$ cat src/rtl/vr_fault_supervisor_map.vh
// register offsets, field positions, reset values and timing counts
// assumes a 50 MHz system clock and 12.5 mV per voltage code step
`ifndef VR_FAULT_SUPERVISOR_MAP_VH
`define VR_FAULT_SUPERVISOR_MAP_VH
// ****************************************
// register map (byte addresses)
// ****************************************
`define VFS_ADDR_STATUS 4'h0
`define VFS_ADDR_EVENT 4'h4
`define VFS_ADDR_MASK 4'h8
`define VFS_EVENT_W 6
`define VFS_EVENT_RST 6'h00
`define VFS_MASK_RST 6'h00
`define VFS_EV_OV_TRIP 0
`define VFS_EV_OV_LATCH 1
`define VFS_EV_OC_LATCH 2
`define VFS_EV_UV 3
`define VFS_EV_LOCKOUT 4
`define VFS_EV_EXT_LOW 5
// ****************************************
// states and voltage levels
// ****************************************
`define VFS_ST_OFF 2'h0
`define VFS_ST_SOFT 2'h1
`define VFS_ST_RUN 2'h2
`define VFS_CODE_OFF 7'h7c
`define VFS_LEVEL_MAX 7'h7c
// ****************************************
// timing
// ****************************************
`define VFS_CLK_MHZ 50
`define VFS_STEP_UV 12500
`define VFS_SS_RATE_UV_PER_US 800
`define VFS_SLEW_RATE_UV_PER_US 3250
`define VFS_SS_STEP_CYC (`VFS_STEP_UV * `VFS_CLK_MHZ / `VFS_SS_RATE_UV_PER_US)
`define VFS_SLEW_STEP_CYC (`VFS_STEP_UV * `VFS_CLK_MHZ / `VFS_SLEW_RATE_UV_PER_US)
`define VFS_OC_DELAY_MS 50
`define VFS_OC_DELAY_CYC (`VFS_OC_DELAY_MS * 1000 * `VFS_CLK_MHZ)
`define VFS_PG_HOLD_US 500
`define VFS_PG_HOLD_CYC (`VFS_PG_HOLD_US * `VFS_CLK_MHZ)
`define VFS_OV_DEC_PWM 4096
`define VFS_OV_LATCH_COUNT 16
`endif

$ cat src/rtl/README_dummy_never.v
// holds no logic: the whole supervisor lives in vr_fault_supervisor.v
// assumes nothing of its surroundings

$ cat src/rtl/vr_fault_supervisor.v
// fault supervision and output sequencing for a multiphase buck controller
// assumes comparator results, straps and pwm oscillator arrive as async pins
//
// Design decisions made here: the address map and register access over Avalon-MM.
`include "vr_fault_supervisor_map.vh"

// Overview of operation
// - overvoltage: power good low, pwm low
// - count trips, latch at threshold count
// - overvoltage latch cleared by reset/enable cycle
// - below threshold, resume when overvoltage clears
// - decrement counter every 4096 pwm cycles
// - undervoltage holds power good low only
// - soft-start targets to startup code
// - new code after power ok: slew
// - delayed overcurrent latches after 50 ms
// - immediate overcurrent latches at once
// - supply lockout shuts down, samples phases
// - enable low shuts down, keeps phases
// - core enable low externally: pull-up, 0V
// - northbridge enable low externally: pull-up, 0V
// - overcurrent latch cleared by enable/supply cycle
// - northbridge overcurrent pulls its enable low
// - power ok loss: back to startup code
module vr_fault_supervisor #(
  parameter OC_DELAY_CYCLES   = `VFS_OC_DELAY_CYC,
  parameter PG_HOLD_CYCLES    = `VFS_PG_HOLD_CYC,
  parameter OV_DEC_PWM_CYCLES = `VFS_OV_DEC_PWM,
  parameter OV_LATCH_COUNT    = `VFS_OV_LATCH_COUNT
) (
  input  wire        clk,
  input  wire        rst_n,
  input  wire [3:0]  address,
  input  wire        read,
  input  wire        write,
  input  wire [31:0] writedata,
  output reg  [31:0] readdata,
  output reg         waitrequest,
  output reg         irq,
  input  wire        ov_cmp_in,
  input  wire        uv_cmp_in,
  input  wire        oc_delayed_in,
  input  wire        oc_immediate_in,
  input  wire        nb_oc_in,
  input  wire        supply5_ok_in,
  input  wire        supply12_ok_in,
  input  wire        enable_in,
  input  wire        cpu_power_ok_in,
  input  wire        serial_id_mode,
  input  wire [1:0]  phase_sel_in,
  input  wire [6:0]  startup_voltage_code,
  input  wire [6:0]  vid_code_in,
  input  wire        pwm_osc_in,
  input  wire [3:0]  pwm_in,
  input  wire        nb_pwm_in,
  output reg  [3:0]  pwm_out,
  output reg  [3:0]  pwm_oe,
  output reg         nb_pwm_out,
  output reg         nb_pwm_oe,
  input  wire        driver_enable_in,
  output reg         driver_enable_out,
  output reg         driver_enable_oe,
  output reg         driver_enable_pullup,
  input  wire        nb_driver_enable_in,
  output reg         nb_driver_enable_out,
  output reg         nb_driver_enable_oe,
  output reg         nb_driver_enable_pullup,
  output reg         power_good_out,
  output reg  [6:0]  core_level,
  output reg  [6:0]  nb_level,
  output reg  [1:0]  phase_count
);

  // ****************************************
  // input synchronisers
  // ****************************************
  reg  [31:0] sync1;
  reg  [31:0] sync2;
  wire [31:0] raw = {3'h0, nb_driver_enable_in, driver_enable_in, pwm_osc_in, vid_code_in, startup_voltage_code,
                     phase_sel_in, serial_id_mode, cpu_power_ok_in, enable_in, supply12_ok_in, supply5_ok_in,
                     nb_oc_in, oc_immediate_in, oc_delayed_in, uv_cmp_in, ov_cmp_in};
  wire ov_cmp = sync2[0];
  wire uv_cmp = sync2[1];
  wire oc_del = sync2[2];
  wire oc_imm = sync2[3];
  wire nb_oc = sync2[4];
  wire lockout = !(sync2[5] & sync2[6]);
  wire en = sync2[7];
  wire cpu_ok = sync2[8];
  wire serial = sync2[9];
  wire [1:0] phase_sel = sync2[11:10];
  wire [6:0] boot_code = sync2[18:12];
  wire [6:0] vid_code = sync2[25:19];
  wire pwm_osc = sync2[26];
  wire drv_sense = sync2[27];
  wire nb_drv_sense = sync2[28];

  always @(posedge clk or negedge rst_n) begin
    if (!rst_n) begin
      sync1 <= 32'h00000000;
      sync2 <= 32'h00000000;
    end else begin
      sync1 <= raw;
      sync2 <= sync1;
    end
  end

  function [6:0] code_level;
    input [6:0] c;
    begin
      code_level = (c >= `VFS_CODE_OFF) ? 7'h00 : (`VFS_LEVEL_MAX - c);
    end
  endfunction

  // ****************************************
  // state and protection
  // ****************************************
  reg [1:0]  state;
  reg [1:0]  settle;
  reg [4:0]  ov_cnt;
  reg        ov_latched;
  reg        oc_latched;
  reg        ov_q;
  reg        uv_q;
  reg        osc_q;
  reg        ext_q;
  reg        lock_q;
  reg [12:0] dec_cnt;
  reg [21:0] oc_cnt;
  reg [14:0] pg_hold;
  reg [9:0]  step_cnt;
  reg [6:0]  boot_lvl;
  reg [6:0]  vid_prev;
  reg        vid_taken;
  reg [5:0]  event_flags;
  reg [5:0]  irq_mask;

  wire shut = lockout | !en | oc_latched;
  wire active = (state != `VFS_ST_OFF);
  wire armed = active & (settle == 2'h3);
  wire drv_low = armed & !drv_sense;
  wire nb_low = armed & !nb_drv_sense;
  wire ext_any = drv_low | nb_low;
  wire ov = active & ov_cmp;
  wire ov_trip = ov & !ov_q & !ov_latched;
  wire ov_to_latch = ov_trip & (ov_cnt == OV_LATCH_COUNT - 1);
  wire osc_edge = pwm_osc & !osc_q;
  wire dec_tick = osc_edge & (dec_cnt == OV_DEC_PWM_CYCLES - 1);
  wire oc_to_latch = active & (oc_imm | nb_oc | (oc_cnt == OC_DELAY_CYCLES - 1));
  wire [6:0] run_lvl = vid_taken ? code_level(vid_code) : boot_lvl;
  wire [6:0] goal_lvl = (state == `VFS_ST_SOFT) ? boot_lvl : run_lvl;
  wire [6:0] core_goal = drv_low ? 7'h00 : goal_lvl;
  wire [6:0] nb_goal = (nb_low | !serial) ? 7'h00 : goal_lvl;
  localparam SS_STEP   = `VFS_SS_STEP_CYC;
  localparam SLEW_STEP = `VFS_SLEW_STEP_CYC;
  wire [9:0] step_len = (state == `VFS_ST_SOFT) ? SS_STEP[9:0] : SLEW_STEP[9:0];
  wire step = (step_cnt >= step_len - 10'h001);
  wire [3:0] used = (phase_count == 2'h0) ? 4'h3 : (phase_count == 2'h1) ? 4'h7 : 4'hf;
  wire [5:0] ev_set = {ext_any & !ext_q, lockout & !lock_q, active & uv_cmp & !uv_q,
                       oc_to_latch & !oc_latched, ov_to_latch, ov_trip};

  always @(posedge clk or negedge rst_n) begin
    if (!rst_n) begin
      state <= `VFS_ST_OFF;
      settle <= 2'h0;
      ov_cnt <= 5'h00;
      ov_latched <= 1'b0;
      oc_latched <= 1'b0;
      ov_q <= 1'b0;
      uv_q <= 1'b0;
      osc_q <= 1'b0;
      ext_q <= 1'b0;
      lock_q <= 1'b0;
      dec_cnt <= 13'h0000;
      oc_cnt <= 22'h000000;
      pg_hold <= 15'h0000;
      step_cnt <= 10'h000;
      boot_lvl <= 7'h00;
      vid_prev <= 7'h00;
      vid_taken <= 1'b0;
      phase_count <= 2'h3;
      core_level <= 7'h00;
      nb_level <= 7'h00;
    end else begin
      ov_q <= ov;
      uv_q <= active & uv_cmp;
      osc_q <= pwm_osc;
      ext_q <= ext_any;
      lock_q <= lockout;
      vid_prev <= vid_code;
      settle <= !active ? 2'h0 : (settle == 2'h3) ? settle : settle + 2'h1;
      // pwm cycle counter runs free of enable
      if (osc_edge)
        dec_cnt <= dec_tick ? 13'h0000 : dec_cnt + 13'h0001;
      if (lockout)
        phase_count <= phase_sel;
      if (!en | lockout) begin
        ov_cnt <= 5'h00;
        ov_latched <= 1'b0;
        oc_latched <= 1'b0;
      end else begin
        if (ov_trip & !(dec_tick & ov_cnt != 5'h00))
          ov_cnt <= ov_cnt + 5'h01;
        else if (dec_tick & !ov_trip & ov_cnt != 5'h00)
          ov_cnt <= ov_cnt - 5'h01;
        if (ov_to_latch)
          ov_latched <= 1'b1;
        if (oc_to_latch)
          oc_latched <= 1'b1;
      end
      if (active & oc_del & !oc_imm)
        oc_cnt <= oc_cnt + 22'h000001;
      else
        oc_cnt <= 22'h000000;
      if (ov)
        pg_hold <= PG_HOLD_CYCLES[14:0];
      else if (pg_hold != 15'h0000)
        pg_hold <= pg_hold - 15'h0001;
      if (!cpu_ok)
        vid_taken <= 1'b0;
      else if (vid_code != vid_prev)
        vid_taken <= 1'b1;
      step_cnt <= (step | !active) ? 10'h000 : step_cnt + 10'h001;
      case (state)
        `VFS_ST_OFF: begin
          core_level <= 7'h00;
          nb_level <= 7'h00;
          if (!shut) begin
            boot_lvl <= code_level(boot_code);
            state <= `VFS_ST_SOFT;
          end
        end
        `VFS_ST_SOFT: begin
          if (!ext_any & core_level == core_goal & nb_level == nb_goal)
            state <= `VFS_ST_RUN;
        end
        `VFS_ST_RUN: begin
          if (ext_q & !ext_any)
            state <= `VFS_ST_SOFT;
        end
        default: state <= `VFS_ST_OFF;
      endcase
      if (active) begin
        if (drv_low)
          core_level <= 7'h00;
        else if (step & core_level < core_goal)
          core_level <= core_level + 7'h01;
        else if (step & core_level > core_goal)
          core_level <= core_level - 7'h01;
        if (nb_low)
          nb_level <= 7'h00;
        else if (step & nb_level < nb_goal)
          nb_level <= nb_level + 7'h01;
        else if (step & nb_level > nb_goal)
          nb_level <= nb_level - 7'h01;
      end
      if (shut)
        state <= `VFS_ST_OFF;
    end
  end

  // ****************************************
  // pin outputs
  // ****************************************
  always @(posedge clk or negedge rst_n) begin
    if (!rst_n) begin
      pwm_out <= 4'h0;
      pwm_oe <= 4'h0;
      nb_pwm_out <= 1'b0;
      nb_pwm_oe <= 1'b0;
      driver_enable_out <= 1'b0;
      driver_enable_oe <= 1'b1;
      driver_enable_pullup <= 1'b0;
      nb_driver_enable_out <= 1'b0;
      nb_driver_enable_oe <= 1'b1;
      nb_driver_enable_pullup <= 1'b0;
      power_good_out <= 1'b0;
    end else begin
      driver_enable_out <= 1'b0;
      nb_driver_enable_out <= 1'b0;
      // enables are pulled low only while shut down
      driver_enable_oe <= shut;
      nb_driver_enable_oe <= shut;
      driver_enable_pullup <= drv_low;
      nb_driver_enable_pullup <= nb_low;
      if (shut | !active) begin
        pwm_oe <= 4'h0;
        nb_pwm_oe <= 1'b0;
        pwm_out <= 4'h0;
        nb_pwm_out <= 1'b0;
      end else if (ov | ov_latched) begin
        pwm_oe <= used;
        nb_pwm_oe <= 1'b1;
        pwm_out <= 4'h0;
        nb_pwm_out <= 1'b0;
      end else begin
        pwm_oe <= used;
        nb_pwm_oe <= 1'b1;
        pwm_out <= pwm_in & used;
        nb_pwm_out <= nb_pwm_in;
      end
      power_good_out <= !shut & (state == `VFS_ST_RUN) & !ov & !ov_latched & (pg_hold == 15'h0000) &
                        !uv_cmp & !ext_any;
    end
  end

  // ****************************************
  // avalon slave and interrupt
  // ****************************************
  wire [31:0] status_word = {19'h00000, ov_cnt, phase_count, oc_latched, ov_latched, power_good_out,
                             active, state};
  wire ev_clr = write & !waitrequest & (address == `VFS_ADDR_EVENT);

  always @(posedge clk or negedge rst_n) begin
    if (!rst_n) begin
      waitrequest <= 1'b1;
      readdata <= 32'h00000000;
      event_flags <= `VFS_EVENT_RST;
      irq_mask <= `VFS_MASK_RST;
      irq <= 1'b0;
    end else begin
      waitrequest <= !((read | write) & waitrequest);
      if (read & waitrequest) begin
        case (address)
          `VFS_ADDR_STATUS: readdata <= status_word;
          `VFS_ADDR_EVENT: readdata <= {26'h0000000, event_flags};
          `VFS_ADDR_MASK: readdata <= {26'h0000000, irq_mask};
          default: readdata <= 32'h00000000;
        endcase
      end
      if (write & !waitrequest & (address == `VFS_ADDR_MASK))
        irq_mask <= writedata[5:0];
      // a new event wins over a clear in the same cycle
      event_flags <= (event_flags & ~(ev_clr ? writedata[5:0] : 6'h00)) | ev_set;
      irq <= |(event_flags & irq_mask);
    end
  end

endmodule

$ cat config.mk
export PLATFORM = sky130hd
export DESIGN_NAME = vr_fault_supervisor
export DESIGN_NICKNAME = d
export VERILOG_FILES = /design/src/rtl/README_dummy_never.v /design/src/rtl/vr_fault_supervisor.v
export VERILOG_INCLUDE_DIRS = /design/src /design/src/rtl
export SDC_FILE = /design/constraint.sdc
export NUM_CORES = 1
export LEC_CHECK = 0
export BUFFER_PORTS_ARGS = -buffer_cell sky130_fd_sc_hd__buf_2
export CAP_MARGIN = 20
export CORE_MARGIN = 2
export CORE_UTILIZATION = 57
export CTS_CLUSTER_SIZE = 16
export DETAILED_ROUTE_END_ITERATION = 10
export PLACE_DENSITY = 0.9
export SYNTH_ARGS = -nofsm -noshare
export SYNTH_HDL_FRONTEND = slang
export SYNTH_SLANG_ARGS = --single-unit
$ cat constraint.sdc
create_clock -name clk -period 4.3 [get_ports clk]
set_clock_uncertainty 0.15 [all_clocks]
set_input_delay 0.645 -clock clk [delete_from_list [all_inputs] [get_ports clk]]
set_output_delay 0.645 -clock clk [all_outputs]
set_load 0.05 [all_outputs]
After elaboration in Yosys (flattened, before gate mapping)
Index checks and enable logic that the tools add are counted.
{ "totals": {"ff_bits": 225, "in_bits": 74, "elab_cells": 211, "n_memories": 0, "romBits": 0, "output_inout_bits": 67, "ramBits": 0, "latch_bits": 0} }
{ "op_classes": {"bitwise_logic": 56, "n_mux": 47, "n_reduce_logical": 36, "order_cmp": 7, "eq_ne": 16, "multipliers": 0, "n_addsub": 14, "shift": 0, "div": 0} }
{ "ops": {"columns": ["cell", "n"], "rows": [
  ["7-bit two-way mux", 16],
  ["1-bit bitwise AND", 40],
  ["13-bit case mux with 3 select lines", 1],
  ["15-bit two-way mux", 2],
  ["22-bit by 1-bit adder with 22-bit output (second input constant)", 1],
  ["22-bit equality test (second input constant)", 1],
  ["1-bit logical NOT", 22],
  ["22-bit two-way mux", 1],
  ["10-bit two-way mux", 2],
  ["4-bit two-way mux", 5],
  ["15-bit logical NOT", 1],
  ["5-bit two-way mux", 3],
  ["15-bit nonzero test", 1],
  ["15-bit by 1-bit subtractor with 15-bit output (second input constant)", 1],
  ["7-bit by 1-bit adder with 7-bit output (second input constant)", 2],
  ["7-bit equality test", 2],
  ["7-bit greater-or-equal comparator (second input constant)", 2],
  ["7-bit > comparator", 2],
  ["7-bit less-than comparator", 2],
  ["7-bit by 1-bit subtractor with 7-bit output (second input constant)", 2],
  ["7-bit subtractor (first input constant)", 2],
  ["13-bit by 1-bit adder with 13-bit output (second input constant)", 1],
  ["13-bit by 12-bit equality test with 1-bit output (second input constant)", 1],
  ["13-bit two-way mux", 1],
  ["other kinds (33)", 62]
]} }

Depth between registers and ports, before layout
Gate-level depths: netlist (run 1).
{ "depth": {"ltp_word": 11, "depth_mapped": 16, "depth_no_buf": 14} }

Least setup slack after synthesis (run 1)
Ideal clock, no wire load.
{ "synth_path": {"path_kind": "register -> register", "start": "reg sync2[19]", "end": "reg nb_level[6]", "n_path_buf": 1, "synth_period_minus_slack_ns": 3.399, "path_stages_with_launch": 15, "t_required_ns": 4.071, "t_arrival_ns": 3.171, "path_slack_ns": 0.901, "setup_ns": 0.079, "path_cell_list": "dfrtp_1 -> clkbuf_1 -> inv_1 -> ha_1 -> o41ai_1 -> o31ai_1 -> o21ai_0 -> nand2_1 -> ha_1 -> and4_1 -> a21boi_0 -> nor2_1 -> o21ai_1 -> or3_1 -> a21oi_1"} }
{ "synth_between": {"elab_chain_cells": 11, "word_cells_on_any_way": 14, "cone_classes": "add/sub (1); order compare (3); mux (8); bitwise (2)"} }
{ "synth_rtl": {"columns": ["element", "line_no", "source"], "rows": [
  ["start: declaration", "vr_fault_supervisor.v:78", "reg [31:0] sync2;"],
  ["start signal: assignment", "vr_fault_supervisor.v:104", "sync2 <= sync1;"],
  ["7-bit subtractor (no line) / 7-bit greater-or-equal comparator (equally long branches)", null, null],
  ["7-bit two-way mux *", "vr_fault_supervisor.v:111", "code_level = (c >= `VFS_CODE_OFF) ? 7'h00 : (`VFS_LEVEL_MAX - c);"],
  ["7-bit two-way mux *", "vr_fault_supervisor.v:150", "wire [6:0] run_lvl = vid_taken ? code_level(vid_code) : boot_lvl;"],
  ["7-bit two-way mux *", "vr_fault_supervisor.v:151", "wire [6:0] goal_lvl = (state == `VFS_ST_SOFT) ? boot_lvl : run_lvl;"],
  ["7-bit two-way mux *", "vr_fault_supervisor.v:153", "wire [6:0] nb_goal = (nb_low | !serial) ? 7'h00 : goal_lvl;"],
  ["7-bit > comparator", "vr_fault_supervisor.v:254", "else if (step & nb_level > nb_goal)"],
  ["1-bit bitwise AND", "vr_fault_supervisor.v:254", null],
  ["7-bit two-way mux", "vr_fault_supervisor.v:254", null],
  ["7-bit two-way mux *", "vr_fault_supervisor.v:252", "else if (step & nb_level < nb_goal)"],
  ["7-bit two-way mux *", "vr_fault_supervisor.v:250", "if (nb_low)"],
  ["7-bit two-way mux *", "vr_fault_supervisor.v:243", "if (active) begin"],
  ["end signal: assignment", "vr_fault_supervisor.v:253", "nb_level <= nb_level + 7'h01;"],
  ["end signal: assignment", "vr_fault_supervisor.v:255", "nb_level <= nb_level - 7'h01;"],
  ["end: declaration", "vr_fault_supervisor.v:70", "output reg [6:0] nb_level,"]
]} }
Every way passes the cells marked *; elsewhere a longest branch is shown, timed or not.
A chain may end at the register's enable or synchronous reset.

Final worst setup path (run 1)
Same ends and word-level chain as after synthesis.

==> out/qor.yml, run 1 <==
grt_setup_unrepaired: "no"
grt_first_pass_wirelength_microns: 33150
clockPowerShare_pct: 43.7
peakVddDrop_uv: 381.7
vias_per_cell: 5.758
dieWidth_microns: 132.2
cp.required_ps: 4560
syn_inst: 866
post_cts_buffers: 0
hold_path_class: "in2async"
core-area_sq_um: 15940
syn2layout_area_growth_pct: 15.37
clock.fmax_mhz: 255.7
cp_data_arrival_time_ps: 4170
cts_max_path_buffers: 3
initial_core_util_pct: 58.73
hold_violations: 0
layout-drive-gt1-share_pct: 16.53
grt_max_degree: 85
synth-main-ff-cell: "dfrtp_1"
grt_use_total_pct: 22.94
clockRootBuffer: "clkbuf_16"
worstSetupPathType: "reg2reg"
swShare_pct: 25.04
tightest_slew_ps: 993.8
outcome: "complete, no violations"
grt.overflow.total: 0
drv_cap: 0
ys_seq_area_share_pct: 54.58
critPathCaptureType: "register"
power.internal_mw: 3.625
ys_seq_elements: 204
cts_sinks: 204
powerDensity_nw_per_um2: 447.7
period_share_pct: 90.94
final_nets: 1074
drc_errors: 0
totalWireLength_microns: 20060
syn_area_per_cell_sq_um: 10.81
power.leakage_nw: 5.080
synth_cell_types: 69
rr_worst_depth: 13
synth-adder-area-share_pct: 4.891
rows: 46
clk_pin_slew_worst_paths_ps: 60
final.setup.tns_ps: 0
synth_xor_area_share_pct: 6.441
clkLatencyLatePin_ps: 500
antenna_found_initial: 0
slew_violations: 0
synth_top_family_by_area: "simple AND/OR/NAND/NOR gates"
synth_edf_count: 0
netlist_area_sq_um: 9363
die_y_microns: 132.2
post-route-util_pct: 67.75
seqPwrFrac_pct: 45.4
gp_congestion: 0.8470
hold_slack_ps: 29.30
p_switching_mw: 1.211
dieArea_sq_um: 17470
setup-violations-final: 0
ctsResizeCount: 0
synth.mux.area_fraction_pct: 2.365
cts_tree: "built"
htreeDepth: 1
wire_per_inst_microns: 16.77
first_pass_iters: 5
ctsHoldBuffers: 0
pwr-share-comb_pct: 10.9
num_vias: 6887
crit_path_start_kind: "register"
synth-simple-area-share_pct: 16.74
num_io_pins: 141
crit_fanout: 8
ant_nets: 0
grt_pass1_vias: 6827
io_buffers: 93
slew_headroom_pct: 33.14
first_iter_violations: 391
period_minus_slack_ps: 3911
hpwl_microns: 13300
ys_async_sr_fraction_pct: 100.0
cts_buffers: 22
synth_compound_area_share_pct: 10.98
yosysWarnings: 0
antennaDiodeCount: 0
fill_cells: 1149
finalPower_mw: 4.836
==> through the flow <==
stage | instances | setup slack, ps | cell area [sq um]
2_1_floorplan | 886 | 900.7 | 9438
3_3_place_gp | 1156 | 638.1 | 9967
3_5_place_dp | 1156 | 466.4 | 9967
4_1_cts | 1196 | 418.0 | 10800
5_1_grt | 1196 | 46.54 | 10800
6_report | 1196 | 389.4 | 10800
==> kinds of logic (layout without fill, tap and decap cells) <==
kind of cell	Yosys count	after routing
and+or+nand+nor	311	311
buffers and inverters	72	166
adders and majority gates	36	36
other	1	21
xor gates and xnor gates	68	68
muxes	21	21
AOI/OAI and AO/OA	153	153
DFF	204	204
==> layer usage <==
| layer | GRT usage, % | part of all wire, % | vias to the layer above |
|---|---|---|---|
| met5 | 0 | 0 | - |
| met4 | 7.729 | 2.6 | 0 |
| met3 | 2.845 | 5.4 | 50 |
| met2 | 38.31 | 49 | 251 |
| met1 | 31.39 | 43 | 3375 |
| li1 | - | - | 3211 |
==> layout by cell type, fill, tap and decap left out, drive strengths merged, types with 13 or more instances in the layout <==
| master | count |
|---|---|
| or3 | 13 |
| xnor2 | 36 |
| conb | 21 |
| and3 | 20 |
| nand2 | 71 |
| dfrtp | 200 |
| a21oi | 29 |
| inv | 29 |
| a22o | 21 |
| ha | 35 |
| o21ai | 44 |
| nor2 | 85 |
| xor2 | 32 |
| buf | 97 |
| nor3 | 23 |
| clkbuf | 32 |
| nand3 | 30 |
==> power by group through the flow <==
| stage | combinational (mW) | clock, mW | sequential, mW |
|---|---|---|---|
| 5_1_grt | 0.586 | 2.23 | 2.21 |
| 3_3_place_gp | 0.491 | 0 | 2.21 |
| 3_5_place_dp | 0.517 | 0 | 2.22 |
| 2_1_floorplan | 0.354 | 0 | 2.22 |
| 6_report | 0.526 | 2.11 | 2.20 |
| 4_1_cts | 0.527 | 2.14 | 2.19 |
==> area by class of cell <==
type                            count  area (sq um)  share of cell area [%]
Tap cell                          216         270.3                   2.502
Inverter                           28         105.1                  0.9730
Sequential cell                   204          5110                   47.31
Clock inverter                      9         178.9                   1.656
Timing Repair Buffer               98         524.3                   4.853
Clock buffer                       31         655.6                   6.070
Multi-Input combinational cell    610          3958                   36.64
==> registers in the layout, summed over array words and instances, names as in the netlist, 3 cells and up <==
register,count
pg_hold,15
nb_level,7
sync1,29
sync2,29
oc_cnt,22
ov_cnt,5
pwm_out,4
boot_lvl,7
vid_prev,7
irq_mask,6
readdata,13
event_flags,6
pwm_oe,3
core_level,7
step_cnt,10
dec_cnt,13
==> Yosys cell counts (5+ instances only) <==
cell      count  area share (%)
nor2b_1       6            0.40
nand3_1      30             1.6
mux2_2        9             1.1
and2_1        5            0.33
and3_1       20             1.3
o31ai_1       8            0.64
nor4_1       12            0.80
nor2_1       85             3.4
a21o_1        5            0.40
dfrtp_1     200              53
a21oi_1      29             1.6
o21a_1        8            0.64
o21ai_0      41             2.2
nand3b_1      5            0.40
nand2b_1      5            0.33
nand2_1      71             2.8
nand4_1       9            0.60
a31oi_1       6            0.40
ha_1         35             4.7
xor2_1       32             3.0
inv_1        28             1.1
xnor2_1      35             3.3
a22o_1       21             2.0
mux2i_1      12             1.3
or2_2         5            0.33
clkbuf_1     16            0.64
nor3_1       22             1.2
or3_1        13            0.87
buf_4        24             1.9
==> path summary, 6_finish.rpt <==
kind / from / slack (ps) / end
min reg2reg: sync1[1]$_DFF_PN0_ / 190 / sync2[1]$_DFF_PN0_
max reg2reg: sync2[19]$_DFF_PN0_ / 390 / nb_level[6]$_DFF_PN0_
min: rst_n / 30 / sync1[23]$_DFF_PN0_
min in group clk: supply12_ok_in / 100 / sync1[6]$_DFF_PN0_
max in group asynchronous: rst_n / 3080 / phase_count[1]$_DFFE_PN1N_
max: sync2[19]$_DFF_PN0_ / 390 / nb_level[6]$_DFF_PN0_
==> critical path: stages, from the launching register on <==
cell	delay, ps
dfrtp_1	520
inv_1	80
ha_1	270
o41ai_1	370
o31ai_1	130
o21ai_0	260
nand2_1	100
ha_1	300
and4_1	230
a21boi_0	170
nor2_1	430
o21ai_1	270
or3_1	400
a21oi_1	150
No activity file was read; power rests on OpenSTA's default activity.
==> inputs of run 2 (changes only) <==
Settings changed: CORE_UTILIZATION 57 to 30, PLACE_DENSITY 0.9 to 0.57.
==> out/qor.yml, run 2 (synthesis gave the netlist of run 1 again) <==
outcome: "complete, no violations"
syn2layout_area_growth_pct: 17.92
worst_slack_ps: 548.0
initial_core_util_pct: 30.53
crit_fanout: 10
gp_congestion: 0.7839
dieArea_sq_um: 32640
period_minus_slack_ps: 3752
ctsHoldBuffers: 0
postPlaceCellArea_sq_um: 10190
ant_nets: 0
grt_pass1_vias: 6469
dp.cells: 1338
wire_per_inst_microns: 14.17
period_share_pct: 87.26
vias_per_cell: 4.698
finalInstanceArea_sq_um: 11040
hpwl_microns: 13910
powerDensity_nw_per_um2: 435.5
cts_tree: "built"
totalWireLength_microns: 19590
grt.overflow.total: 0
num_io_pins: 141
hold_slack_ps: 31.34
num_vias: 6497
clkLatencyLatePin_ps: 510
mostFrequentLayoutCells: "dfrtp_1, buf_2, nor2_1"
grt_max_degree: 109
grt_setup_unrepaired: "no"
antennaDiodeCount: 0
grt_use_total_pct: 12.12
cts_buffers: 24
cts_sinks: 204
cp.required_ps: 4570
layout-drive-gt1-share_pct: 16.92
htreeDepth: 1
setup-violations-final: 0
io_buffers: 93
crit_path_start_kind: "register"
core-area_sq_um: 30670
tightest_slew_ps: 1002
hold_violations: 0
cp_data_arrival_time_ps: 4020
clock.fmax_mhz: 266.5
grt_first_pass_wirelength_microns: 33110
clockRootBuffer: "clkbuf_16"
final_cells: 1383
cts_max_path_buffers: 3
peakVddDrop_uv: 319.8
finalPower_mw: 4.808
antenna_found_initial: 0
clk_pin_slew_worst_paths_ps: 60
worstSetupPathType: "reg2reg"
slew_violations: 0
die_y_microns: 180.7
reg.largest.list: "sync1 x29, sync2 x29, oc_cnt x22"
drc_errors: 0
post-route-util_pct: 36.00
post_cts_buffers: 0
drv_cap: 0
slew_headroom_pct: 32.69
register_area_sq_um: 5110
place_ws_ps: 572.2
multi_input_area_sq_um: 3958
first_iter_violations: 402
first_pass_iters: 4
final.setup.tns_ps: 0
rows: 64
dieWidth_microns: 180.7
power.leakage_nw: 5.089
ctsResizeCount: 0
final_nets: 1079
hold_path_class: "in2async"
final_common_cell: "dfrtp_1"
fill_cells: 3077
critPathCaptureType: "register"
## run 2: changes by cell type in the layout (fill, tap and decap cells not counted)
cell / delta
clkbuf_1: +2
clkbuf_16: +2
inv_8: +1
inv_6: +1
buf_2: +1
buf_12: -1
buf_4: +3
clkinv_4: +1
bufinv_16: -2
clkbuf_8: -2
clkinvlp_4: +1
## run 2: worst paths after layout
kind                            depth (start not counted)  slack [ps]                     from                    endpoint
min in group clk                                        1          80  startup_voltage_code[3]         sync1[15]$_DFF_PN0_
worst max register to register                         12         550     state[1]$_DFFE_PN0P_       nb_level[4]$_DFF_PN0_
worst min-delay path                                    1          30                    rst_n         sync1[23]$_DFF_PN0_
worst max-delay path                                   12         550     state[1]$_DFFE_PN0P_       nb_level[4]$_DFF_PN0_
worst min register to register                          0         200      sync1[11]$_DFF_PN0_         sync2[11]$_DFF_PN0_
max in group asynchronous                               2        2990                    rst_n  phase_count[1]$_DFFE_PN1N_
## run 2: report_power, final
group          total, mW  internal, mW  switching (mW)
registers           2.18          2.06           0.118
logic              0.510         0.196           0.314
clock network       2.12          1.31           0.809
total               4.81          3.57            1.24
## run 2: layout make-up
type | count | share of cell area [%]
Timing Repair Buffer | 101 | 4.816
Sequential cell | 204 | 46.28
Multi-Input combinational cell | 610 | 35.85
Clock buffer | 33 | 6.210
Tap cell | 396 | 4.488
Clock inverter | 11 | 1.405
Inverter | 28 | 0.9520
## run 2: routing by layer
layer  part of all wire (%)  routed length (microns)  vias to the layer above  global-route usage [%]
met5                      0                        0                        -                       0
met4                    2.3                      450                        0                   3.645
met3                    4.5                      879                       34                   2.102
met2                     45                     8781                      124                   19.21
met1                     48                     9479                     3128                   16.94
li1                       -                        -                     3211                       -
## run 2: worst max-delay path, stage by stage, from the launching register on
cell and delay (ps):
dfrtp_1 530, nand2b_1 310, nand2_1 240, nor2_1 310, a22o_1 230, nand2_1 70, ha_1 310, and4_1 230
a21boi_0 390, or2_0 380, a31oi_1 140, o21a_1 190, o31ai_1 180
